`src/hdl/lvd_cfg.svh`:
```
// Constants of the level detector timing block: offsets, fields, resets, timing.
// Assumes a 100 MHz clock and an 8-bit byte address on the register port.
`ifndef LVD_CFG_SVH
`define LVD_CFG_SVH
// Time base
`define LVD_CLK_PERIOD_NS 10
`define LVD_US_NS 1000
`define LVD_CYC_PER_US (`LVD_US_NS / `LVD_CLK_PERIOD_NS)
`define LVD_REFRESH_MS 200
`define LVD_REFRESH_US (`LVD_REFRESH_MS * 1000)
// Register offsets
`define LVD_REG_CTRL 8'h00
`define LVD_REG_TUNE 8'h04
`define LVD_REG_FREQ 8'h08
`define LVD_REG_CMD 8'h0c
`define LVD_REG_UTIME 8'h10
`define LVD_REG_STAT 8'h14
`define LVD_REG_RESULT 8'h18
`define LVD_REG_MTIME 8'h1c
`define LVD_REG_MDTIME 8'h20
`define LVD_REG_RISE 8'h24
`define LVD_REG_FALL 8'h28
`define LVD_REG_TRCNT 8'h2c
`define LVD_REG_DEVFALL 8'h30
`define LVD_REG_TRACE 3'h2
// Field positions
`define LVD_CTRL_PER 0
`define LVD_CTRL_TREN 1
`define LVD_CTRL_DET 3:2
`define LVD_CTRL_USER 4
`define LVD_TUNE_BW 4:0
`define LVD_TUNE_DEMOD 10:8
`define LVD_TUNE_ATT 19:16
`define LVD_CMD_IMM 0
`define LVD_CMD_CONT 1
// Reset values and sizes
`define LVD_RST_UTIME 20'h003e8
`define LVD_TRACE_DEPTH 8
`define LVD_TICK_W 7
`endif

```
`src/hdl/lvd_pkg.sv`:
```
// Types of the level detector timing block.
// Assumes lvd_cfg.svh is on the include path.
`include "lvd_cfg.svh"
package lvd_pkg;
  typedef enum logic [1:0] {LVD_DET_PEAK = 2'h0, LVD_DET_AVG = 2'h1,
    LVD_DET_RMS = 2'h2, LVD_DET_FAST = 2'h3} lvd_det_t;
  typedef enum logic [3:0] {LVD_PH_IDLE = 4'h1, LVD_PH_WIN = 4'h2,
    LVD_PH_CALC = 4'h4, LVD_PH_HOLD = 4'h8} lvd_ph_t;
  typedef enum logic [2:0] {LVD_A_IDLE = 3'h1, LVD_A_DIV = 3'h2, LVD_A_SQRT = 3'h4} lvd_ast_t;
  typedef struct packed {
    lvd_ph_t ph; logic clr_q; logic meas; logic periodic; logic tren; logic user_en;
    lvd_det_t det; logic [4:0] bw; logic [2:0] demod; logic [3:0] att;
    logic [31:0] freq; logic [19:0] utime; logic [19:0] win_cnt; logic [31:0] ref_cnt;
    logic [15:0] peak; logic [15:0] last; logic [15:0] fast; logic [47:0] sum;
    logic [63:0] sumsq; logic [31:0] cnt; logic start; logic [15:0] det_out;
    logic [15:0] result; logic invalid; logic publish;
    logic [`LVD_TRACE_DEPTH-1:0][15:0] trace; logic [2:0] wp; logic [3:0] tcnt;
    logic [31:0] rdata;
  } lvd_state_t;
  typedef struct packed {
    lvd_ast_t st; logic [5:0] n; logic [31:0] d; logic [63:0] na; logic [63:0] nb;
    logic [32:0] ra; logic [32:0] rb; logic [15:0] res; logic [15:0] avg;
    logic [15:0] rms; logic done;
  } lvd_astate_t;
  typedef struct packed {logic [`LVD_TICK_W-1:0] cnt; logic tick;} lvd_tstate_t;
endpackage

```
`src/hdl/lvd_if.sv`:
```
// Carrier between the timing core and its mean and root unit.
// Assumes both ends share one clock.
`timescale 1ns/1ps
interface lvd_if;
  logic start;
  logic [47:0] sum;
  logic [63:0] sumsq;
  logic [31:0] cnt;
  logic [15:0] avg;
  logic [15:0] rms;
  logic done;
  modport ctl (output start, sum, sumsq, cnt, input avg, rms, done);
  modport alu (input start, sum, sumsq, cnt, output avg, rms, done);
endinterface

```
`src/hdl/lvd_tick.sv`:
```
// Microsecond enable divider for the settle window and refresh counters.
// Assumes i_restart comes from logic on the same clock.
`timescale 1ns/1ps
`include "lvd_cfg.svh"
module lvd_tick (
  input wire logic i_clk,
  input wire logic i_rst,
  input wire logic i_restart,
  output logic o_tick
);
  lvd_pkg::lvd_tstate_t s;
  lvd_pkg::lvd_tstate_t next_s;

  // Restart keeps the first tick a full microsecond after a clear
  always_comb begin
    next_s = s;
    next_s.tick = 1'b0;
    if (i_restart) begin
      next_s.cnt = '0;
    end else if (s.cnt == `LVD_TICK_W'(`LVD_CYC_PER_US - 1)) begin
      next_s.cnt = '0;
      next_s.tick = 1'b1;
    end else begin
      next_s.cnt = s.cnt + `LVD_TICK_W'(1);
    end
  end

  always_ff @(posedge i_clk) begin
    if (i_rst) begin
      s <= '0;
    end else begin
      s <= next_s;
    end
  end

  assign o_tick = s.tick;
endmodule

```
`src/hdl/lvd_arith.sv`:
```
// Mean and root unit: divides both sums by the count, then takes a square root.
// Assumes start is a one-cycle pulse; a new start aborts a running job.
`timescale 1ns/1ps
module lvd_arith (
  input wire logic i_clk,
  input wire logic i_rst,
  lvd_if.alu a
);
  lvd_pkg::lvd_astate_t s;
  lvd_pkg::lvd_astate_t next_s;
  logic [33:0] stp_a;
  logic [33:0] stp_b;
  logic [15:0] cand;
  logic [31:0] cand_sq;

  // One restoring division step, shared by both quotients
  function automatic logic [33:0] lvd_div_step(input logic [32:0] r, input logic b,
      input logic [31:0] d);
    logic [33:0] t;
    logic [33:0] t2;
    t = {r, b};
    t2 = t - {2'h0, d};
    if (t >= {2'h0, d}) begin
      return {t2[32:0], 1'b1};
    end
    return {t[32:0], 1'b0};
  endfunction

  assign stp_a = lvd_div_step(s.ra, s.na[63], s.d);
  assign stp_b = lvd_div_step(s.rb, s.nb[63], s.d);
  assign cand = s.res | (16'h8000 >> s.n[3:0]);
  assign cand_sq = cand * cand;

  // Quotients shift into the numerator registers to save storage
  always_comb begin
    next_s = s;
    next_s.done = 1'b0;
    case (s.st)
      lvd_pkg::LVD_A_IDLE: begin
      end
      lvd_pkg::LVD_A_DIV: begin
        next_s.ra = stp_a[33:1];
        next_s.na = {s.na[62:0], stp_a[0]};
        next_s.rb = stp_b[33:1];
        next_s.nb = {s.nb[62:0], stp_b[0]};
        next_s.n = s.n + 6'h1;
        if (s.n == 6'h3f) begin
          next_s.st = lvd_pkg::LVD_A_SQRT;
          next_s.res = '0;
        end
      end
      lvd_pkg::LVD_A_SQRT: begin
        if (cand_sq <= s.nb[31:0]) begin
          next_s.res = cand;
        end
        next_s.n = s.n + 6'h1;
        if (s.n == 6'h0f) begin
          next_s.st = lvd_pkg::LVD_A_IDLE;
          next_s.avg = s.na[15:0];
          next_s.rms = (cand_sq <= s.nb[31:0]) ? cand : s.res;
          next_s.done = 1'b1;
        end
      end
      default: next_s.st = lvd_pkg::LVD_A_IDLE;
    endcase
    // An empty window divides by one, giving zero
    if (a.start) begin
      next_s.st = lvd_pkg::LVD_A_DIV;
      next_s.n = '0;
      next_s.ra = '0;
      next_s.rb = '0;
      next_s.na = {16'h0, a.sum};
      next_s.nb = a.sumsq;
      next_s.d = (a.cnt == 32'h0) ? 32'h1 : a.cnt;
    end
  end

  always_ff @(posedge i_clk) begin
    if (i_rst) begin
      s <= '0;
      s.st <= lvd_pkg::LVD_A_IDLE;
    end else begin
      s <= next_s;
    end
  end

  assign a.avg = s.avg;
  assign a.rms = s.rms;
  assign a.done = s.done;
endmodule

```
`src/hdl/lvd_timing.sv`:
```
// Level detector timing core: settle window, window detectors, clearing,
// periodic publishing, continuous refresh, trace store and status.
// Assumes samples and scan steps come from logic on the same clock.
//
// Design decisions made here: the placing of the registers and strobed register access.
`timescale 1ns/1ps
`include "lvd_cfg.svh"
module lvd_timing #(
  parameter int P_REFRESH_US = `LVD_REFRESH_US
) (
  input wire logic i_clk,
  input wire logic i_rst,
  input wire logic [7:0] i_addr,
  input wire logic [31:0] i_wdata,
  input wire logic i_wr,
  input wire logic i_rd,
  output logic [31:0] o_rdata,
  input wire logic [15:0] i_sample,
  input wire logic i_sample_valid,
  input wire logic i_scan_step,
  output logic [15:0] o_result,
  output logic o_result_invalid,
  output logic o_publish,
  output logic o_measuring,
  output logic o_window
);
  lvd_pkg::lvd_state_t s;
  lvd_pkg::lvd_state_t next_s;
  lvd_if u_if ();
  logic tick;
  logic [15:0] mag;
  logic [31:0] sq;
  logic [19:0] mtime;
  logic [19:0] rise;
  logic [19:0] fall;
  logic wr_ctrl;
  logic wr_tune;
  logic wr_cmd;
  logic par_evt;
  logic clr_evt;
  logic expire;

  ////////////////////////////////////////////////////////////////////////////
  // Decoding helpers
  function automatic logic lvd_hit(input logic [7:0] a, input logic [7:0] off);
    return a == off;
  endfunction
  // Default measuring time per bandwidth index; rows are {avg/rms, peak, fast} in us
  function automatic logic [19:0] lvd_default_time(input logic [4:0] bw,
      input lvd_pkg::lvd_det_t det);
    logic [59:0] row;
    case (bw)
      5'h00, 5'h01: row = {20'h30d40, 20'h7a120, 20'h003e8};
      5'h02: row = {20'h186a0, 20'h61a80, 20'h003e8};
      5'h03: row = {20'h186a0, 20'h30d40, 20'h001f4};
      5'h04, 5'h05: row = {20'h0c350, 20'h186a0, 20'h001f4};
      5'h06, 5'h07, 5'h08, 5'h09: row = {20'h061a8, 20'h0ea60, 20'h000fa};
      5'h0a, 5'h0b: row = {20'h061a8, 20'h0ea60, 20'h0007d};
      5'h0c: row = {20'h02ee0, 20'h07530, 20'h0003f};
      5'h0d: row = {20'h01770, 20'h04e20, 20'h0003f};
      5'h0e: row = {20'h00fa0, 20'h02710, 20'h0003f};
      5'h0f: row = {20'h00bb8, 20'h02710, 20'h0003f};
      5'h10: row = {20'h00bb8, 20'h01388, 20'h00020};
      5'h11: row = {20'h00bb8, 20'h00fa0, 20'h00020};
      5'h12, 5'h13: row = {20'h00bb8, 20'h007d0, 20'h00007};
      5'h14: row = {20'h00bb8, 20'h003e8, 20'h00007};
      5'h15: row = {20'h00bb8, 20'h003e8, 20'h00004};
      5'h16: row = {20'h007d0, 20'h003e8, 20'h00004};
      5'h17: row = {20'h007d0, 20'h003e8, 20'h00002};
      5'h18: row = {20'h003e8, 20'h003e8, 20'h00002};
      5'h19, 5'h1a, 5'h1b: row = {20'h003e8, 20'h003e8, 20'h00001};
      default: row = {20'h003e8, 20'h003e8, 20'h00000};
    endcase
    case (det)
      lvd_pkg::LVD_DET_PEAK: return row[39:20];
      lvd_pkg::LVD_DET_FAST: return row[19:0];
      default: return row[59:40];
    endcase
  endfunction

  ////////////////////////////////////////////////////////////////////////////
  // Submodules and datapath terms
  lvd_tick u_tick (
    .i_clk(i_clk),
    .i_rst(i_rst),
    .i_restart(s.clr_q),
    .o_tick(tick)
  );

  lvd_arith u_arith (
    .i_clk(i_clk),
    .i_rst(i_rst),
    .a(u_if)
  );

  // Sums are frozen in the calculation phase, so the unit reads them live
  assign u_if.start = s.start;
  assign u_if.sum = s.sum;
  assign u_if.sumsq = s.sumsq;
  assign u_if.cnt = s.cnt;
  assign mag = i_sample[15] ? 16'(-i_sample) : i_sample;
  assign sq = mag * mag;
  // Default lookup or fixed user time
  assign mtime = s.user_en ? s.utime : lvd_default_time(s.bw, s.det);
  assign expire = (s.ph == lvd_pkg::LVD_PH_WIN) && (s.win_cnt == 20'h0);
  // Rise and fall derived from the user time
  always_comb begin
    rise = 20'h0;
    fall = 20'h0;
    if (s.user_en) begin
      case (s.det)
        lvd_pkg::LVD_DET_PEAK: fall = s.utime;
        lvd_pkg::LVD_DET_FAST: fall = 20'h0;
        default: begin
          rise = s.utime;
          fall = s.utime;
        end
      endcase
    end
  end

  ////////////////////////////////////////////////////////////////////////////
  // Clear events
  assign wr_ctrl = i_wr && lvd_hit(i_addr, `LVD_REG_CTRL);
  assign wr_tune = i_wr && lvd_hit(i_addr, `LVD_REG_TUNE);
  assign wr_cmd = i_wr && lvd_hit(i_addr, `LVD_REG_CMD);
  assign par_evt = (i_wr && lvd_hit(i_addr, `LVD_REG_FREQ)) || i_scan_step
    || (wr_tune && (i_wdata[`LVD_TUNE_BW] != s.bw || i_wdata[`LVD_TUNE_DEMOD] != s.demod
    || i_wdata[`LVD_TUNE_ATT] != s.att))
    || (wr_ctrl && (i_wdata[`LVD_CTRL_DET] != s.det || i_wdata[`LVD_CTRL_USER] != s.user_en
    || i_wdata[`LVD_CTRL_PER] != s.periodic))
    || (i_wr && lvd_hit(i_addr, `LVD_REG_UTIME) && s.user_en);
  // Initiate commands and the periodic cycle
  assign clr_evt = par_evt || (wr_cmd && (i_wdata[`LVD_CMD_IMM] || i_wdata[`LVD_CMD_CONT]))
    || (s.ph == lvd_pkg::LVD_PH_HOLD && s.periodic);

  ////////////////////////////////////////////////////////////////////////////
  // Next-state logic
  always_comb begin
    next_s = s;
    next_s.start = 1'b0;
    next_s.publish = 1'b0;
    next_s.rdata = '0;
    // Clear is applied one cycle late so the window uses the new settings
    next_s.clr_q = clr_evt;
    if (wr_ctrl) begin
      next_s.periodic = i_wdata[`LVD_CTRL_PER];
      next_s.tren = i_wdata[`LVD_CTRL_TREN];
      next_s.det = lvd_pkg::lvd_det_t'(i_wdata[`LVD_CTRL_DET]);
      next_s.user_en = i_wdata[`LVD_CTRL_USER];
    end
    if (wr_tune) begin
      next_s.bw = i_wdata[`LVD_TUNE_BW];
      next_s.demod = i_wdata[`LVD_TUNE_DEMOD];
      next_s.att = i_wdata[`LVD_TUNE_ATT];
    end
    if (i_wr && lvd_hit(i_addr, `LVD_REG_FREQ)) begin
      next_s.freq = i_wdata;
    end
    if (i_wr && lvd_hit(i_addr, `LVD_REG_UTIME)) begin
      next_s.utime = i_wdata[19:0];
    end
    case (s.ph)
      lvd_pkg::LVD_PH_IDLE: begin
      end
      lvd_pkg::LVD_PH_WIN: begin
        if (i_sample_valid) begin
          if (mag > s.peak) begin
            next_s.peak = mag;
          end
          next_s.sum = s.sum + 48'(mag);
          next_s.sumsq = s.sumsq + 64'(sq);
          next_s.cnt = s.cnt + 32'h1;
          next_s.last = mag;
        end
        // Count the window down in microseconds
        if (expire) begin
          next_s.fast = s.last;
          next_s.start = 1'b1;
          next_s.ph = lvd_pkg::LVD_PH_CALC;
        end else if (tick) begin
          next_s.win_cnt = s.win_cnt - 20'h1;
        end
      end
      lvd_pkg::LVD_PH_CALC: begin
        if (u_if.done) begin
          case (s.det)
            lvd_pkg::LVD_DET_PEAK: next_s.det_out = s.peak;
            lvd_pkg::LVD_DET_AVG: next_s.det_out = u_if.avg;
            lvd_pkg::LVD_DET_RMS: next_s.det_out = u_if.rms;
            default: next_s.det_out = s.fast;
          endcase
          next_s.ph = lvd_pkg::LVD_PH_HOLD;
          if (s.periodic) begin
            next_s.result = next_s.det_out;
            next_s.publish = 1'b1;
            next_s.invalid = 1'b0;
            // Append to the trace store, oldest overwritten
            if (s.tren) begin
              next_s.trace[s.wp] = next_s.det_out;
              next_s.wp = s.wp + 3'h1;
              if (s.tcnt != 4'(`LVD_TRACE_DEPTH)) begin
                next_s.tcnt = s.tcnt + 4'h1;
              end
            end
          end
        end
      end
      lvd_pkg::LVD_PH_HOLD: begin
      end
      default: next_s.ph = lvd_pkg::LVD_PH_IDLE;
    endcase
    // Refresh runs in continuous mode only
    if (s.periodic) begin
      next_s.ref_cnt = '0;
    end else if (tick) begin
      if (s.ref_cnt >= 32'(P_REFRESH_US - 1)) begin
        next_s.ref_cnt = '0;
        next_s.result = s.det_out;
        next_s.publish = 1'b1;
      end else begin
        next_s.ref_cnt = s.ref_cnt + 32'h1;
      end
    end
    // Set wins over the publish clear
    if (s.periodic && par_evt) begin
      next_s.invalid = 1'b1;
    end
    // Restart window and empty the peak, sum, square sum and count; last is kept
    if (s.clr_q) begin
      next_s.ph = lvd_pkg::LVD_PH_WIN;
      next_s.win_cnt = mtime;
      next_s.peak = '0;
      next_s.sum = '0;
      next_s.sumsq = '0;
      next_s.cnt = '0;
    end
    // Busy until the window and every calculation end
    next_s.meas = (next_s.ph == lvd_pkg::LVD_PH_WIN) || (next_s.ph == lvd_pkg::LVD_PH_CALC);
    if (i_rd) begin
      case (i_addr)
        `LVD_REG_CTRL: next_s.rdata = {27'h0, s.user_en, s.det, s.tren, s.periodic};
        `LVD_REG_TUNE: next_s.rdata = {12'h0, s.att, 5'h0, s.demod, 3'h0, s.bw};
        `LVD_REG_FREQ: next_s.rdata = s.freq;
        `LVD_REG_UTIME: next_s.rdata = {12'h0, s.utime};
        `LVD_REG_STAT: next_s.rdata = {29'h0, s.ph == lvd_pkg::LVD_PH_WIN, s.invalid, s.meas};
        `LVD_REG_RESULT: next_s.rdata = {16'h0, s.result};
        // Modulation depth follows the level detector
        `LVD_REG_MTIME, `LVD_REG_MDTIME: next_s.rdata = {12'h0, mtime};
        `LVD_REG_RISE: next_s.rdata = {12'h0, rise};
        `LVD_REG_FALL: next_s.rdata = {12'h0, fall};
        `LVD_REG_TRCNT: next_s.rdata = {25'h0, s.wp, s.tcnt};
        `LVD_REG_DEVFALL: next_s.rdata = {12'h0, s.user_en ? s.utime : 20'h0};
        default: begin
          if (i_addr[7:5] == `LVD_REG_TRACE) begin
            next_s.rdata = {16'h0, s.trace[i_addr[4:2]]};
          end
        end
      endcase
    end
  end

  always_ff @(posedge i_clk) begin
    if (i_rst) begin
      s <= '0;
      s.ph <= lvd_pkg::LVD_PH_IDLE;
      s.utime <= `LVD_RST_UTIME;
    end else begin
      s <= next_s;
    end
  end
  // Outputs straight from the state register
  assign o_rdata = s.rdata;
  assign o_result = s.result;
  assign o_result_invalid = s.invalid;
  assign o_publish = s.publish;
  assign o_measuring = s.meas;
  assign o_window = s.ph[1]; // One-hot bit of the window phase
endmodule

```
`config.mk`:
```
export PLATFORM = sky130hd
export DESIGN_NAME = lvd_timing
export DESIGN_NICKNAME = d
export VERILOG_FILES = /design/src/hdl/lvd_pkg.sv /design/src/hdl/lvd_if.sv /design/src/hdl/lvd_tick.sv /design/src/hdl/lvd_arith.sv /design/src/hdl/lvd_timing.sv
export VERILOG_INCLUDE_DIRS = /design/src /design/src/hdl
export SDC_FILE = /design/constraint.sdc
export NUM_CORES = 2
export LEC_CHECK = 0
export BUFFER_PORTS_ARGS = -buffer_cell sky130_fd_sc_hd__buf_2
export CAP_MARGIN = 20
export CORE_MARGIN = 2
export CORE_UTILIZATION = 35
export DETAILED_ROUTE_END_ITERATION = 12
export SETUP_SLACK_MARGIN = 0.5
export SLEW_MARGIN = 40
export SYNTH_ARGS = -nofsm -noshare
export SYNTH_HDL_FRONTEND = slang
export SYNTH_SLANG_ARGS = --single-unit
```
`constraint.sdc`:
```
create_clock -name i_clk -period 24.2 [get_ports i_clk]
set_input_delay 4.84 -clock i_clk [delete_from_list [all_inputs] [get_ports i_clk]]
set_output_delay 4.84 -clock i_clk [all_outputs]
set_load 0.01 [all_outputs]
```
==> results.json <==
{
  "clk_path_buf_depth": 3,
  "vias": 47670,
  "drv_cap": 0,
  "drive_gt1_share_pct": 7.04,
  "io_buffers": 113,
  "hold_buffers": 0,
  "area_delta_synth_final_pct": 10.3,
  "worstPathRequired_ns": 24.76,
  "die_h_microns": 407,
  "cts_tree": "built",
  "fin_setup_tns_ns": 0,
  "power.density_nw_per_um2": 88.1,
  "avgSynthCellArea_sq_um": 8.13,
  "grt_pass1_vias": 46187,
  "drcViolationCount": 0,
  "status": "finished, final reports clean",
  "post-cts-setup-buffers": 0,
  "crit_path_max_fanout": 19,
  "critPathCaptureType": "flip-flop",
  "gp_congestion": 0.914,
  "drtPass1Iterations": 13,
  "cp.arrival_ns": 13.61,
  "ant_nets": 0,
  "antenna_found_initial": 5,
  "dieArea_sq_um": 165000,
  "seq_area_frac_synth_pct": 30.1,
  "finalMaxSlewViolations": 0,
  "drt_iter0_markers": 3720,
  "coreArea_sq_um": 161000,
  "maxSlewHeadroom_pct": 41.6,
  "synth-seq-cells": 852,
  "hold_class": "flip-flop to flip-flop",
  "nNetsFinal": 7661,
  "initial_utilization_pct": 35.3,
  "hold_viol_final": 0,
  "cts_root_buf": "clkbuf_16",
  "wl_per_cell_microns": 17.7,
  "avgViaCountPerCell": 5.23,
  "setup_ws_ns": 11.15,
  "synth_edf_count": 0,
  "yosys_warnings": 0,
  "layout_worst_path_cycle_share_pct": 53.9,
  "postSynthCellCount": 6981,
  "cts_resized": 0,
  "grt_max_degree": 105,
  "tightest_slew_ns": 0.869,
  "cts_htree_levels": 3,
  "fmax_mhz": 76.6,
  "rows": 147,
  "place_ws_ns": 10.66,
  "die_width_microns": 407,
  "cts.sinks": 852,
  "crit_type": "input port to flip-flop",
  "crit_path_start_kind": "input port",
  "syn_area_sq_um": 56800,
  "ys_async_sr_fraction_pct": 0,
  "grt_first_pass_wirelength_microns": 256000,
  "wl_microns": 161000,
  "cts_buffers": 97,
  "clock_latency_ns": 0.75,
  "pin_count": 114,
  "clk_pin_slew_ns": 0.06,
  "synthFlopType": "dfxtp_1",
  "grt_overflow": 0,
  "ir_worst_vdd_mv": 0.168,
  "skew_ns": 0.0856,
  "rsz0062_at_grt": "false",
  "yosysUniqueCellTypes": 95,
  "finalSetupViolations": 0,
  "period_minus_slack_ns": 13.05,
  "p_leak_nw": 26.4,
  "track_usage_pct": 19.3,
  "dp_hpwl_microns": 117000
}
[registers in the layout, summed over array words and instances, names as in the netlist, named ones only]
name and cells:
u_arith.a.done 1, u_arith.a.avg 16, o_publish 1, u_if.sum 48, s 324, o_measuring 1, u_arith.s 251, u_tick.s 7
o_result_invalid 1, o_window 1, o_rdata 32, u_if.start 1, u_if.cnt 32, o_result 16, u_if.sumsq 64, u_tick.o_tick 1
u_arith.a.rms 16
[final timing paths]
kind                    end           start  cells after the start  slack, ns
max          u_if.sumsq[62]     i_sample[0]                     27      11.15
min          u_arith.s[229]  u_arith.s[228]                      2       0.38
max reg2reg   u_arith.s[33]  u_arith.s[275]                     36      13.19
min reg2reg  u_arith.s[229]  u_arith.s[228]                      2       0.38
[synth_stat cells, types with 31 or more instances]
| library cell | instances | area [sq um] |
|---|---|---|
| clkbuf_1 | 315 | 1180 |
| nand4_1 | 51 | 319 |
| buf_4 | 48 | 360 |
| fa_1 | 360 | 7210 |
| ha_1 | 357 | 4470 |
| a211oi_1 | 97 | 728 |
| nor3_1 | 57 | 285 |
| mux4_2 | 32 | 721 |
| a21oi_1 | 783 | 3920 |
| mux2i_1 | 88 | 881 |
| xor2_1 | 124 | 1090 |
| dfxtp_1 | 852 | 17100 |
| xnor2_1 | 147 | 1290 |
| and3_1 | 67 | 419 |
| buf_1 | 31 | 116 |
| a222oi_1 | 32 | 320 |
| a31oi_1 | 34 | 213 |
| a21o_1 | 95 | 713 |
| inv_1 | 642 | 2410 |
| nand3_1 | 91 | 455 |
| and2_1 | 32 | 200 |
| nor2_1 | 700 | 2630 |
| nor2b_1 | 33 | 206 |
| o21ai_0 | 198 | 991 |
| o211ai_1 | 33 | 248 |
| nand2_1 | 1174 | 4410 |
[logic make-up after synthesis]
logic type	share of synthesized area (%)
and+or+nand+nor	18.3
DFF	30.1
xor gates and xnor gates	4.18
other	0.0132
muxes	3.06
adders and majority gates	20.6
AOI/OAI and AO/OA	16.3
buffers and inverters	7.50
[cells in the final DEF, fill, tap and decap left out, types with 95 or more instances in the layout]
cell	instances
a211oi_1	97
a21o_1	95
a21oi_1	781
buf_2	112
clkbuf_16	97
dfxtp_1	851
fa_1	360
ha_1	357
inv_1	641
nand2_1	1172
nor2_1	690
o21ai_0	198
xnor2_1	147
xor2_1	124
[routing by layer]
metal	GRT usage (%)	vias to the layer above	routed length [microns]
met5	0	-	27
met4	5.84	4	4290
met3	3.17	248	10100
met2	31.2	1321	73600
met1	26.3	22977	73400
li1	-	23120	-
[per-stage QoR]
stage | instance area (sq um) | total power (W) | std cells | hold WS (ns) | util, %
4_1_cts | 62500 | 0.00556 | 9118 | 0.369 | 38.9
6_report | 62600 | 0.00552 | 9123 | 0.380 | 38.9
3_5_place_dp | 59200 | 0.00399 | 8940 | 0.443 | 36.8
5_1_grt | 62600 | 0.00594 | 9123 | 0.398 | 38.9
3_3_place_gp | 59000 | 0.00396 | 8935 | 0.438 | 36.7
2_1_floorplan | 56800 | 0.00346 | 6991 | 0.430 | -
[area by class of cell]
| class | count | area [sq um] |
|---|---|---|
| well taps | 2160 | 2700 |
| flip-flops and latches | 852 | 17100 |
| clock inverters | 37 | 577 |
| inverters | 657 | 2470 |
| multi-input cells | 5063 | 35600 |
| fillers | 16414 | 98200 |
| diodes | 2 | 5.00 |
| clock buffers | 141 | 2770 |
| repair buffers | 211 | 1410 |
[power by group]
group	switching, W	internal, W
Clock	0.000652	0.000889
Combinational	0.00150	0.00106
Sequential	0.00000671	0.00141
[worst max-delay path, stage by stage]
cell,delay [ns]
buf_2,0.37
inv_1,0.27
ha_1,0.36
nand2b_1,0.13
o21ai_0,0.09
xor2_1,0.17
buf_4,0.24
clkinv_1,0.67
and2_1,0.48
fa_1,0.53
fa_1,0.53
fa_1,0.52
fa_1,0.55
inv_1,0.06
fa_1,0.53
inv_1,0.05
fa_1,0.47
ha_1,0.36
a21oi_1,0.19
o21bai_1,0.11
a2111oi_0,0.67
o32ai_2,0.24
nor4_1,0.42
or3_4,0.37
nor3_1,0.11
xnor2_1,0.15
nor2_1,0.05
(Power assumes the default switching activity.)
